**src/core/dtw_pkg.sv**
```systemverilog
// Package of constants and types for the debug test port watch/bypass block
package dtw_pkg;

  // Width of the watch control data register
  localparam int unsigned WDC_W         = 8;
  // Watch-to-debug enable bit position and reset value
  localparam int unsigned WDC_EN_BIT    = 0;
  localparam logic [7:0]  WDC_RST       = 8'h00;
  // Bypass cell reset value
  localparam logic        BYP_RST       = 1'b0;
  // Debug exception code for a converted watch hit
  localparam logic [4:0]  DBG_CODE_WATCH = 5'h17;
  // Instruction register width and reset value (selects bypass)
  localparam int unsigned IR_W          = 5;
  localparam logic [4:0]  IR_RST        = 5'h1f;
  // Instruction codes: watch control and bypass
  localparam logic [4:0]  INS_WATCH     = 5'h1c;
  localparam logic [4:0]  INS_BYPASS    = 5'h1f;
  // Test clock limit: period at least four system clocks
  localparam int unsigned TCK_MIN_CYC   = 4;

  // Controller states
  typedef enum logic [3:0] {
    ST_RESET, ST_IDLE, ST_SEL_DR, ST_CAP_DR, ST_SH_DR, ST_EX1_DR, ST_PAU_DR,
    ST_EX2_DR, ST_UPD_DR, ST_SEL_IR, ST_CAP_IR, ST_SH_IR, ST_EX1_IR,
    ST_PAU_IR, ST_EX2_IR, ST_UPD_IR
  } dtw_tap_st_t;

  // Watch event from the processor core
  typedef struct packed {
    logic        hit;      // Watch match
    logic [31:0] pc;       // Faulting program counter
  } dtw_watch_t;

  // Exception result toward the core
  typedef struct packed {
    logic        dbg_exc;  // Debug exception taken
    logic        nrm_exc;  // Ordinary watch exception taken
    logic [4:0]  code;     // Debug exception code
  } dtw_exc_t;

endpackage

```
**src/core/dtw_tap.sv**
```systemverilog
// Test access port with watch control and bypass data registers
`timescale 1ns/1ns
// Summary of operation
// - Enable bit at bit 0, resets 0
// - Enable set: block watch writes outside debug
// - Enable set: watch hit becomes debug exception 23
// - Debug watch saves PC into debug return PC
// - Debug watch leaves Status, Cause, return PC
// - Bits 7:1 read-only zero
// - One-bit bypass gives shortest serial path
// - Bypass ignores writes, resets 0, reads zero
// - Sample data input on test clock rise
// - Data output changes on test clock fall
// - Mode select on rise advances controller
// - Debug mode indicator on its own output, not in the register
module dtw_tap
  import dtw_pkg::*;
(
  // System
  input  wire logic        clk_i,
  input  wire logic        nrst_i,
  // Probe pins
  input  wire logic        tck_i,
  input  wire logic        tms_i,
  input  wire logic        tdi_i,
  input  wire logic        ntrst_i,
  output logic             tdo_o,
  output logic             tdo_oe_o,
  // Core side
  input  wire logic        debug_mode_i,
  input  wire logic        watch_wr_i,
  input  wire dtw_watch_t  watch_i,
  output logic             watch_wr_o,
  output dtw_exc_t         exc_o,
  output logic [31:0]      debug_return_pc_o,
  output logic             erpc_wr_o,
  output logic             debug_mode_indicator_o
);

  // Two-stage synchronisers for probe pins
  logic [3:0] s1_ff;
  logic [3:0] s2_ff;
  logic       tck_d_ff;
  always_ff @(posedge clk_i) begin
    if (!nrst_i) begin
      s1_ff    <= 4'h0;
      s2_ff    <= 4'h0;
      tck_d_ff <= 1'b0;
    end else begin
      s1_ff    <= {ntrst_i, tms_i, tdi_i, tck_i};
      s2_ff    <= s1_ff;
      tck_d_ff <= s2_ff[0];
    end
  end

  logic tck_s, tdi_s, tms_s, trst_s, tck_rise, tck_fall;
  assign tck_s    = s2_ff[0];
  assign tdi_s    = s2_ff[1];
  assign tms_s    = s2_ff[2];
  assign trst_s   = ~s2_ff[3];
  assign tck_rise = tck_s & ~tck_d_ff;
  assign tck_fall = ~tck_s & tck_d_ff;

  // Controller state; test reset is caught on the system clock, since the
  // test clock may stand still while the probe holds reset
  dtw_tap_st_t st_ff;
  dtw_tap_st_t nxt_st;
  always_comb begin
    nxt_st = st_ff;
    case (st_ff)
      ST_RESET:  nxt_st = tms_s ? ST_RESET  : ST_IDLE;
      ST_IDLE:   nxt_st = tms_s ? ST_SEL_DR : ST_IDLE;
      ST_SEL_DR: nxt_st = tms_s ? ST_SEL_IR : ST_CAP_DR;
      ST_CAP_DR: nxt_st = tms_s ? ST_EX1_DR : ST_SH_DR;
      ST_SH_DR:  nxt_st = tms_s ? ST_EX1_DR : ST_SH_DR;
      ST_EX1_DR: nxt_st = tms_s ? ST_UPD_DR : ST_PAU_DR;
      ST_PAU_DR: nxt_st = tms_s ? ST_EX2_DR : ST_PAU_DR;
      ST_EX2_DR: nxt_st = tms_s ? ST_UPD_DR : ST_SH_DR;
      ST_UPD_DR: nxt_st = tms_s ? ST_SEL_DR : ST_IDLE;
      ST_SEL_IR: nxt_st = tms_s ? ST_RESET  : ST_CAP_IR;
      ST_CAP_IR: nxt_st = tms_s ? ST_EX1_IR : ST_SH_IR;
      ST_SH_IR:  nxt_st = tms_s ? ST_EX1_IR : ST_SH_IR;
      ST_EX1_IR: nxt_st = tms_s ? ST_UPD_IR : ST_PAU_IR;
      ST_PAU_IR: nxt_st = tms_s ? ST_EX2_IR : ST_PAU_IR;
      ST_EX2_IR: nxt_st = tms_s ? ST_UPD_IR : ST_SH_IR;
      ST_UPD_IR: nxt_st = tms_s ? ST_SEL_DR : ST_IDLE;
      default:   nxt_st = ST_RESET;
    endcase
  end

  always_ff @(posedge clk_i) begin
    if (!nrst_i || trst_s) begin
      st_ff <= ST_RESET;
    end else if (tck_rise) begin
      st_ff <= nxt_st;
    end
  end

  // Instruction register: shift and update
  logic [IR_W-1:0] ir_sh_ff;
  logic [IR_W-1:0] ir_ff;
  always_ff @(posedge clk_i) begin
    if (!nrst_i || trst_s || (st_ff == ST_RESET)) begin
      ir_sh_ff <= IR_RST;
      ir_ff    <= IR_RST;
    end else if (tck_rise) begin
      if (st_ff == ST_CAP_IR) begin
        ir_sh_ff <= 5'h01;  // Fixed capture pattern
      end else if (st_ff == ST_SH_IR) begin
        ir_sh_ff <= {tdi_s, ir_sh_ff[IR_W-1:1]};
      end else if (st_ff == ST_UPD_IR) begin
        ir_ff <= ir_sh_ff;
      end
    end
  end

  // Watch control shift stage and held value
  logic             sel_watch;
  logic [WDC_W-1:0] wdc_sh_ff;
  logic             wdc_en_ff;
  assign sel_watch = (ir_ff == INS_WATCH);

  // watch register capture, shift, update
  // Bits 7:1 capture zero, so a probe write there never reads back
  always_ff @(posedge clk_i) begin
    if (!nrst_i || trst_s) begin
      wdc_sh_ff <= WDC_RST;
    end else if (tck_rise && sel_watch) begin
      if (st_ff == ST_CAP_DR) begin
        wdc_sh_ff <= {7'h00, wdc_en_ff};
      end else if (st_ff == ST_SH_DR) begin
        wdc_sh_ff <= {tdi_s, wdc_sh_ff[WDC_W-1:1]};
      end
    end
  end

  // enable bit; only bit 0 is writable
  always_ff @(posedge clk_i) begin
    if (!nrst_i || trst_s) begin
      wdc_en_ff <= WDC_RST[WDC_EN_BIT];
    end else if (tck_rise && sel_watch && (st_ff == ST_UPD_DR)) begin
      wdc_en_ff <= wdc_sh_ff[WDC_EN_BIT];
    end
  end

  // bypass cell: captures zero, never loaded by update
  logic byp_ff;
  always_ff @(posedge clk_i) begin
    if (!nrst_i || trst_s) begin
      byp_ff <= BYP_RST;
    end else if (tck_rise) begin
      if (st_ff == ST_CAP_DR) begin
        byp_ff <= BYP_RST;
      end else if (st_ff == ST_SH_DR) begin
        byp_ff <= tdi_s;
      end
    end
  end

  // data output moves only on the falling test clock edge
  always_ff @(posedge clk_i) begin
    if (!nrst_i || trst_s) begin
      tdo_o    <= 1'b0;
      tdo_oe_o <= 1'b0;
    end else if (tck_fall) begin
      tdo_oe_o <= (st_ff == ST_SH_DR) || (st_ff == ST_SH_IR);
      if (st_ff == ST_SH_IR) begin
        tdo_o <= ir_sh_ff[0];
      end else if (sel_watch) begin
        tdo_o <= wdc_sh_ff[0];
      end else begin
        tdo_o <= byp_ff;
      end
    end
  end

  // Core side: write gating, exception steering, return PC capture
  logic blk_wr;
  assign blk_wr = wdc_en_ff & ~debug_mode_i;
  always_ff @(posedge clk_i) begin
    if (!nrst_i) begin
      watch_wr_o             <= 1'b0;
      exc_o                  <= '0;
      debug_return_pc_o      <= 32'h0000_0000;
      erpc_wr_o              <= 1'b0;
      debug_mode_indicator_o <= 1'b0;
    end else begin
      watch_wr_o             <= watch_wr_i & ~blk_wr;  // Dropped, no fault raised
      exc_o.dbg_exc          <= watch_i.hit & wdc_en_ff;
      exc_o.nrm_exc          <= watch_i.hit & ~wdc_en_ff;
      exc_o.code             <= (watch_i.hit & wdc_en_ff) ? DBG_CODE_WATCH : 5'h00;
      erpc_wr_o              <= watch_i.hit & ~wdc_en_ff;  // Status, Cause, return PC kept on a debug watch
      debug_mode_indicator_o <= debug_mode_i;
      if (watch_i.hit && wdc_en_ff) begin
        debug_return_pc_o <= watch_i.pc;
      end
    end
  end

  // Assertions
  // a_wr_blocked
  a_wr_blocked: assert property (@(posedge clk_i) disable iff (!nrst_i)
    (watch_wr_i && wdc_en_ff && !debug_mode_i) |=> !watch_wr_o)
    else $error("watch write passed while blocked");
  a_wr_pass: assert property (@(posedge clk_i) disable iff (!nrst_i)
    (watch_wr_i && !(wdc_en_ff && !debug_mode_i)) |=> watch_wr_o)
    else $error("allowed watch write lost");
  a_dbg_code: assert property (@(posedge clk_i) disable iff (!nrst_i)
    (watch_i.hit && wdc_en_ff) |=> (exc_o.dbg_exc && exc_o.code == 5'h17))
    else $error("debug exception code wrong");
  a_pc_saved: assert property (@(posedge clk_i) disable iff (!nrst_i)
    (watch_i.hit && wdc_en_ff) |=> debug_return_pc_o == $past(watch_i.pc))
    else $error("debug return pc not saved");
  a_erpc_kept: assert property (@(posedge clk_i) disable iff (!nrst_i)
    (watch_i.hit && wdc_en_ff) |=> (!erpc_wr_o && !exc_o.nrm_exc))
    else $error("ordinary return pc touched");
  a_en_reset: assert property (@(posedge clk_i)
    (!nrst_i || trst_s) |=> !wdc_en_ff)
    else $error("enable bit not reset");
  a_tdo_fall: assert property (@(posedge clk_i) disable iff (!nrst_i || trst_s)
    !tck_fall |=> $stable(tdo_o))
    else $error("tdo moved off falling edge");
  a_st_hold: assert property (@(posedge clk_i) disable iff (!nrst_i || trst_s)
    !tck_rise |=> $stable(st_ff))
    else $error("state moved without rise");
  a_trst_rst: assert property (@(posedge clk_i)
    trst_s |=> st_ff == ST_RESET)
    else $error("test reset ignored");
  a_ro_bits: assert property (@(posedge clk_i) disable iff (!nrst_i || trst_s)
    (tck_rise && sel_watch && st_ff == ST_CAP_DR) |=> wdc_sh_ff[7:1] == 7'h00)
    else $error("reserved bits not zero");

  // Main scenarios
  c_dbg_watch: cover property (@(posedge clk_i) exc_o.dbg_exc);
  c_blocked:   cover property (@(posedge clk_i) watch_wr_i && blk_wr);
  c_en_set:    cover property (@(posedge clk_i) $rose(wdc_en_ff));
  c_byp_shift: cover property (@(posedge clk_i) !sel_watch && st_ff == ST_SH_DR && tck_rise);

endmodule

```
**config.mk**
```make
export PLATFORM = sky130hd
export DESIGN_NAME = dtw_tap
export DESIGN_NICKNAME = d
export VERILOG_FILES = /design/src/core/dtw_pkg.sv /design/src/core/dtw_tap.sv
export SDC_FILE = /design/constraint.sdc
export NUM_CORES = 1
export LEC_CHECK = 0
export ABC_CLOCK_PERIOD_IN_PS = 1330
export BUFFER_PORTS_ARGS = -buffer_cell sky130_fd_sc_hd__buf_2
export CORE_ASPECT_RATIO = 1.2
export CORE_UTILIZATION = 46
export DETAILED_ROUTE_END_ITERATION = 6
export PLACE_DENSITY = 0.81
export SYNTH_ARGS = -nofsm -noshare
export SYNTH_HDL_FRONTEND = slang
export SYNTH_SLANG_ARGS = --single-unit
```
**constraint.sdc**
```tcl
create_clock -name clk_i -period 1.33 [get_ports clk_i]
set_clock_uncertainty 0.1 [all_clocks]
set_input_delay 0.399 -clock clk_i [delete_from_list [all_inputs] [get_ports clk_i]]
set_output_delay 0.399 -clock clk_i [all_outputs]
set_load 0.01 [all_outputs]
```
Yosys cells after proc, flatten, opt, wreduce, memory -nomap -nowiden
Cells that the tools add are included.
{"block": "totals", "out_inout_bits": 44, "register_bits": 76}
{"block": "op_classes", "eq_ne": 16, "n_reduce_logical": 17, "n_mux": 22, "bitwise_logic": 14}
{"op": "$pmux W4 S12", "count": 1}
{"op": "$eq A4 B4 Y1 const B", "count": 8}
{"op": "$eq A4 B3 Y1 const B", "count": 4}
{"op": "$mux W4", "count": 4}
{"op": "$mux W8", "count": 2}
{"op": "$mux W5", "count": 3}
{"op": "$eq A4 B2 Y1 const B", "count": 2}
{"op": "$not A1 Y1", "count": 8}
{"op": "$mux W1", "count": 7}
{"op": "$and A1 B1 Y1", "count": 6}
{"op": "$mux W2", "count": 3}
{"op": "$mux W3", "count": 2}
{"op": "$reduce_and A2 Y1", "count": 3}
{"op": "$eq A5 B5 Y1 const B", "count": 1}
{"op": "$eq A4 B1 Y1 const B", "count": 1}
{"op": "$logic_not A4 Y1", "count": 1}
{"op": "$reduce_and A4 Y1", "count": 1}
{"op": "$reduce_bool A2 Y1", "count": 2}
{"op": "$reduce_or A2 Y1", "count": 2}
{"op": "$logic_and A1 B1 Y1", "count": 3}
{"op": "$logic_or A1 B1 Y1", "count": 3}
{"op": "$reduce_or A3 Y1", "count": 1}
{"op": "$logic_not A1 Y1", "count": 1}

Longest topological paths before layout
{"block": "depth", "word_depth": 4, "depth_mapped": 6, "depth_no_buf": 4}

Worst setup path before layout
No wires, ideal clock.
{"block": "synth_path", "path_type": "reg-to-reg", "startpoint": "register st_ff[2]", "endpoint": "register st_ff[1]", "setup_time_ns": 0.129, "period_less_slack_ns": 1.372, "n_path_buf": 1, "arrival_ns": 1.142, "setup_slack_ns": -0.042, "path_stages_with_launch": 6, "cell_sequence": "dfxtp_1 > buf_6 > o21bai_1 > a22o_1 > a211oi_1 > o32ai_1"}
{"block": "synth_via", "elab_chain_cells": 3}
{"item": "from (decl)", "line": "dtw_tap.sv:66", "rtl": "dtw_tap_st_t st_ff;"}
{"item": "from (signal assigned)", "line": "dtw_tap.sv:95", "rtl": "st_ff <= nxt_st;"}
{"item": "$eq A4 B4 Y1, or another cell as far along", "line": "dtw_tap.sv:70", "rtl": "case (st_ff)"}
{"item": "$reduce_or A3 Y1 (no source line) or $reduce_or A2 Y1 (tied branches)"}
{"item": "$pmux W4 S12 *", "line": "dtw_tap.sv:70"}
Every way passes the cells marked *; elsewhere a longest branch is shown, timed or not.
A chain may end at the register's enable or synchronous reset.

Worst setup path in the final report
{"block": "layout_path", "startpoint": "register st_ff[2]", "endpoint": "register wdc_sh_ff[3]"}
{"block": "layout_via", "elab_chain_cells": 3}
{"item": "$eq A4 B2 Y1 or $eq A4 B3 Y1 (tied branches)", "line": "dtw_tap.sv:129, dtw_tap.sv:131"}
{"item": "$reduce_bool A2 Y1 (no source line)"}
{"item": "$reduce_and A2 Y1 (no source line)"}
{"item": "to (signal assigned)", "line": "dtw_tap.sv:130", "rtl": "wdc_sh_ff <= {7'h00, wdc_en_ff};"}
{"item": "to (signal assigned)", "line": "dtw_tap.sv:132", "rtl": "wdc_sh_ff <= {tdi_s, wdc_sh_ff[WDC_W-1:1]};"}
{"item": "to (decl)", "line": "dtw_tap.sv:119", "rtl": "logic [WDC_W-1:0] wdc_sh_ff;"}
Parallel ways exist; a longest one is shown, timed or not.

==> summary.txt <==
Timing
  • Number of setup violations in the final report: 25
  • Post-route minimum period: 1500 ps
  • Setup ws final: -174 ps
  • Slew Limit Fails: 0
  • Achievable Freq: 0.665 GHz
  • Setup repair after global routing missed its margin: true
  • Worst Hold Margin: 160 ps
  • Number of endpoints with negative hold slack in the final report: 0
  • Part of the cycle the worst path needs: 1.13

Placed design
  • Routability-driven placement congestion ratio: 0.973
  • Number of buffer cells added on primary ports: 83
  • Dpl hpwl: 4690 um

Critical path
  • Type of origin of the critical path: register
  • CP Data Required Time: 1500 ps
  • Arrival time reported for the critical path endpoint: 1680 ps
  • Type of destination of the critical path: register
  • Biggest fanout along the worst timing path: 8
  • Setup Crit Path Kind: reg -> reg
  • Setup slack, reg-to-reg: -170 ps

Cells and area
  • Antenna diode count: 0
  • Final Net Count: 486
  • Share of layout cells above drive strength 1: 0.484
  • Final-layout fill cell count: 443
  • Final core utilization: 0.684
  • Synth-to-layout area growth: 42.1%

Pwr
  • P_sw: 0.915 mW
  • Sw frac: 0.228
  • Sequential cell fraction of total power: 0.535
  • Overall power: 4.01 mW
  • Combinational fraction of design power: 0.043
  • Static leakage: 1.67 nW
  • Power density over cell area: 962 mW/mm^2
  • Clock network power share: 0.422
  • Internal cell power: 3.09 mW
  • Max IR drop VDD: 0.00104 V

Floorplan
  • Total Die Area: 0.00670 mm^2
  • Total I/O pin count: 85
  • Number of core rows: 31
  • Effective utilization at floorplan: 0.481
  • Core region area: 0.00609 mm^2
  • Die outline width: 74.9 um
  • Die height: 89.5 um

Clock tree
  • Latest clock arrival within the worst-skew pair: 340 ps
  • H-Tree Depth: 3
  • Clock sink count: 71
  • Clock tree buffer depth: 2
  • TritonCTS Buffers: 9
  • Clock slew at the register clock pins of the worst setup and hold paths: 80 ps
  • CTS Root Buffer Type: sky130_fd_sc_hd__clkbuf_8
  • CTS tree: done

Yosys
  • Share of flip-flops with an asynchronous set or reset: 0
  • Synthesized area divided by synthesized cell count: 8.55 um^2
  • Post-Syn Nets: 384
  • Synthesized cell area: 0.00293 mm^2
  • Syn. warnings: 0
  • Sequential share of the synthesized area: 0.485
  • Number of synthesized flops with an enable pin: 0
  • Post-synthesis cell count: 343
  • Number of synthesized register bits: 71
  • Distinct cell type count of the synthesized netlist: 52
  • Most instantiated flip-flop cell in the synthesis netlist: sky130_fd_sc_hd__dfxtp_1

Global routing
  • Pin count of the biggest net entering global routing: 46
  • Overflow after GRT: 0
  • Total global-route track usage: 0.216
  • Global-route wire length before repair: 10800 um
  • Via count of the first global-routing pass: 2459
  • Number of antenna violations at the first check in global routing: 0

Job
  • Number of violations of the max-capacitance limit: 0

Route
  • Drt first-iter violations: 125
  • Routed length per placed instance: 14.3 um
  • DRT antenna net count: 0
  • First-pass detailed-route iteration total: 4
  • Wire length reported by the detailed router: 7630 um
  • Via-per-instance ratio: 5.15
  • Number of vias after detailed routing: 2742
  • Number of remaining DRC errors: 0

Worst hold path
  • Hold Path Class: in -> reg

Outcome
  • Result of the run: finished with violations
  • Violations in the final reports: negative setup slack
[Yosys cell counts (2+ instances only)]
cell | n | share of area
sky130_fd_sc_hd__inv_1 | 4 | 0.0051
sky130_fd_sc_hd__nand3_1 | 21 | 0.036
sky130_fd_sc_hd__a211oi_1 | 3 | 0.0077
sky130_fd_sc_hd__and2_1 | 12 | 0.026
sky130_fd_sc_hd__clkbuf_1 | 10 | 0.013
sky130_fd_sc_hd__nand2_1 | 89 | 0.11
sky130_fd_sc_hd__nor3_1 | 5 | 0.0085
sky130_fd_sc_hd__and3_1 | 3 | 0.0064
sky130_fd_sc_hd__a21boi_0 | 10 | 0.026
sky130_fd_sc_hd__a21oi_1 | 15 | 0.026
sky130_fd_sc_hd__dfxtp_1 | 71 | 0.48
sky130_fd_sc_hd__a21boi_1 | 23 | 0.059
sky130_fd_sc_hd__buf_6 | 3 | 0.012
sky130_fd_sc_hd__o211ai_1 | 2 | 0.0051
sky130_fd_sc_hd__nor2b_1 | 2 | 0.0043
sky130_fd_sc_hd__a31oi_1 | 2 | 0.0043
sky130_fd_sc_hd__buf_4 | 8 | 0.020
sky130_fd_sc_hd__nand4_1 | 2 | 0.0043
sky130_fd_sc_hd__a22o_1 | 2 | 0.0060
sky130_fd_sc_hd__and2b_1 | 2 | 0.0051
sky130_fd_sc_hd__o21ai_0 | 6 | 0.010
sky130_fd_sc_hd__nor2_1 | 10 | 0.013
sky130_fd_sc_hd__buf_2 | 7 | 0.012
sky130_fd_sc_hd__nand4bb_1 | 2 | 0.0077
sky130_fd_sc_hd__mux2i_1 | 2 | 0.0068
[path summary, 6_finish.rpt]
kind / start / end / depth (start not counted)
worst max-delay path: st_ff[2]$_SDFFE_PP0P_ / wdc_sh_ff[3]$_SDFFE_PP0P_ / 5
worst min-delay path: tms_i / s1_ff[2]$_SDFF_PN0_ / 2
worst max register to register: st_ff[2]$_SDFFE_PP0P_ / wdc_sh_ff[3]$_SDFFE_PP0P_ / 5
worst min register to register: s1_ff[0]$_SDFF_PN0_ / s2_ff[0]$_SDFF_PN0_ / 1
[power by group through the flow]
stage / registers (mW) / logic [mW] / clock network [mW]
global route: 2.15 / 0.184 / 1.80
global placement: 2.20 / 0.151 / 0
floorplan: 2.20 / 0.0696 / 0
finish: 2.14 / 0.171 / 1.69
detailed placement: 2.20 / 0.153 / 0
CTS: 2.15 / 0.155 / 1.71
[worst max-delay path: stages, from the launching register on]
cell and delay, ps:
sky130_fd_sc_hd__dfxtp_4 370, sky130_fd_sc_hd__buf_6 110, sky130_fd_sc_hd__and3b_2 260, sky130_fd_sc_hd__o2111a_2 340
sky130_fd_sc_hd__nand3_1 120, sky130_fd_sc_hd__a21oi_2 130
[sequential cells by signal, indices dropped and copies added, names as in the netlist]
name and flops:
tdo_o 1, ir_ff 5, st_ff 4, debug_mode_indicator_o 1, exc_o 1, s2_ff 4, wdc_sh_ff 8, tdo_oe_o 1
tck_d_ff 1, byp_ff 1, ir_sh_ff 5, erpc_wr_o 1, watch_wr_o 1, wdc_en_ff 1, debug_return_pc_o 32, s1_ff 4
[layout by cell type, fill, tap and decap left out, drive strengths merged, types with 3 or more instances in the layout]
cell type  count
and3           3
clkbuf        10
nor2          11
inv            6
a21oi         15
buf          120
nor3           5
dfxtp         71
and2          12
clkinvlp       3
nand3         21
a21boi        33
and2b          4
o21ai          7
a211oi         4
nand2         90
[layer usage]
metal | global-route usage | share of wire | wire length [um]
met1 | 0.248 | 0.40 | 3030
met2 | 0.350 | 0.51 | 3920
met3 | 0.0643 | 0.068 | 521
met4 | 0.132 | 0.021 | 161
met5 | 0 | 0 | 0
[logic make-up (layout without fill, tap and decap cells)]
kind of cell | after synthesis | in the layout | share of synthesized area
buf+inv | 35 | 142 | 0.0674
compound gates | 73 | 73 | 0.176
other cells | 1 | 1 | 0.00128
simple gates | 159 | 159 | 0.257
mux | 3 | 3 | 0.0107
flops | 71 | 71 | 0.485
xor+xnor | 1 | 1 | 0.00299
[timing repair]
action	CTS	global route
endpoints found under the setup margin	36	64
pin swaps	20	24
gates resized for setup	38	77
buffers inserted	5	6
hold buffers	0	0
[metrics by stage]
| stage | worst slack (ps) | setup TNS, ps | instance area, um^2 | cells |
|---|---|---|---|---|
| 2_1_floorplan | -13.1 | -13.1 | 2940 | 343 |
| 6_report | -174 | -2050 | 4170 | 532 |
| 3_5_place_dp | -237 | -2830 | 3530 | 505 |
| 3_3_place_gp | -181 | -1560 | 3530 | 505 |
| 4_1_cts | -128 | -1420 | 3880 | 526 |
| 5_1_grt | -231 | -3280 | 4170 | 532 |
[area by class of cell]
class	instances	area, um^2	share of cell area
clock buffers	9	124	0.0297
inverters	5	18.8	0.00450
flip-flops and latches	71	1480	0.356
clock inverters	7	71.3	0.0171
multi-input cells	237	1490	0.358
repair buffers	121	878	0.211
well taps	82	103	0.0246
(Power assumes the default switching activity.)
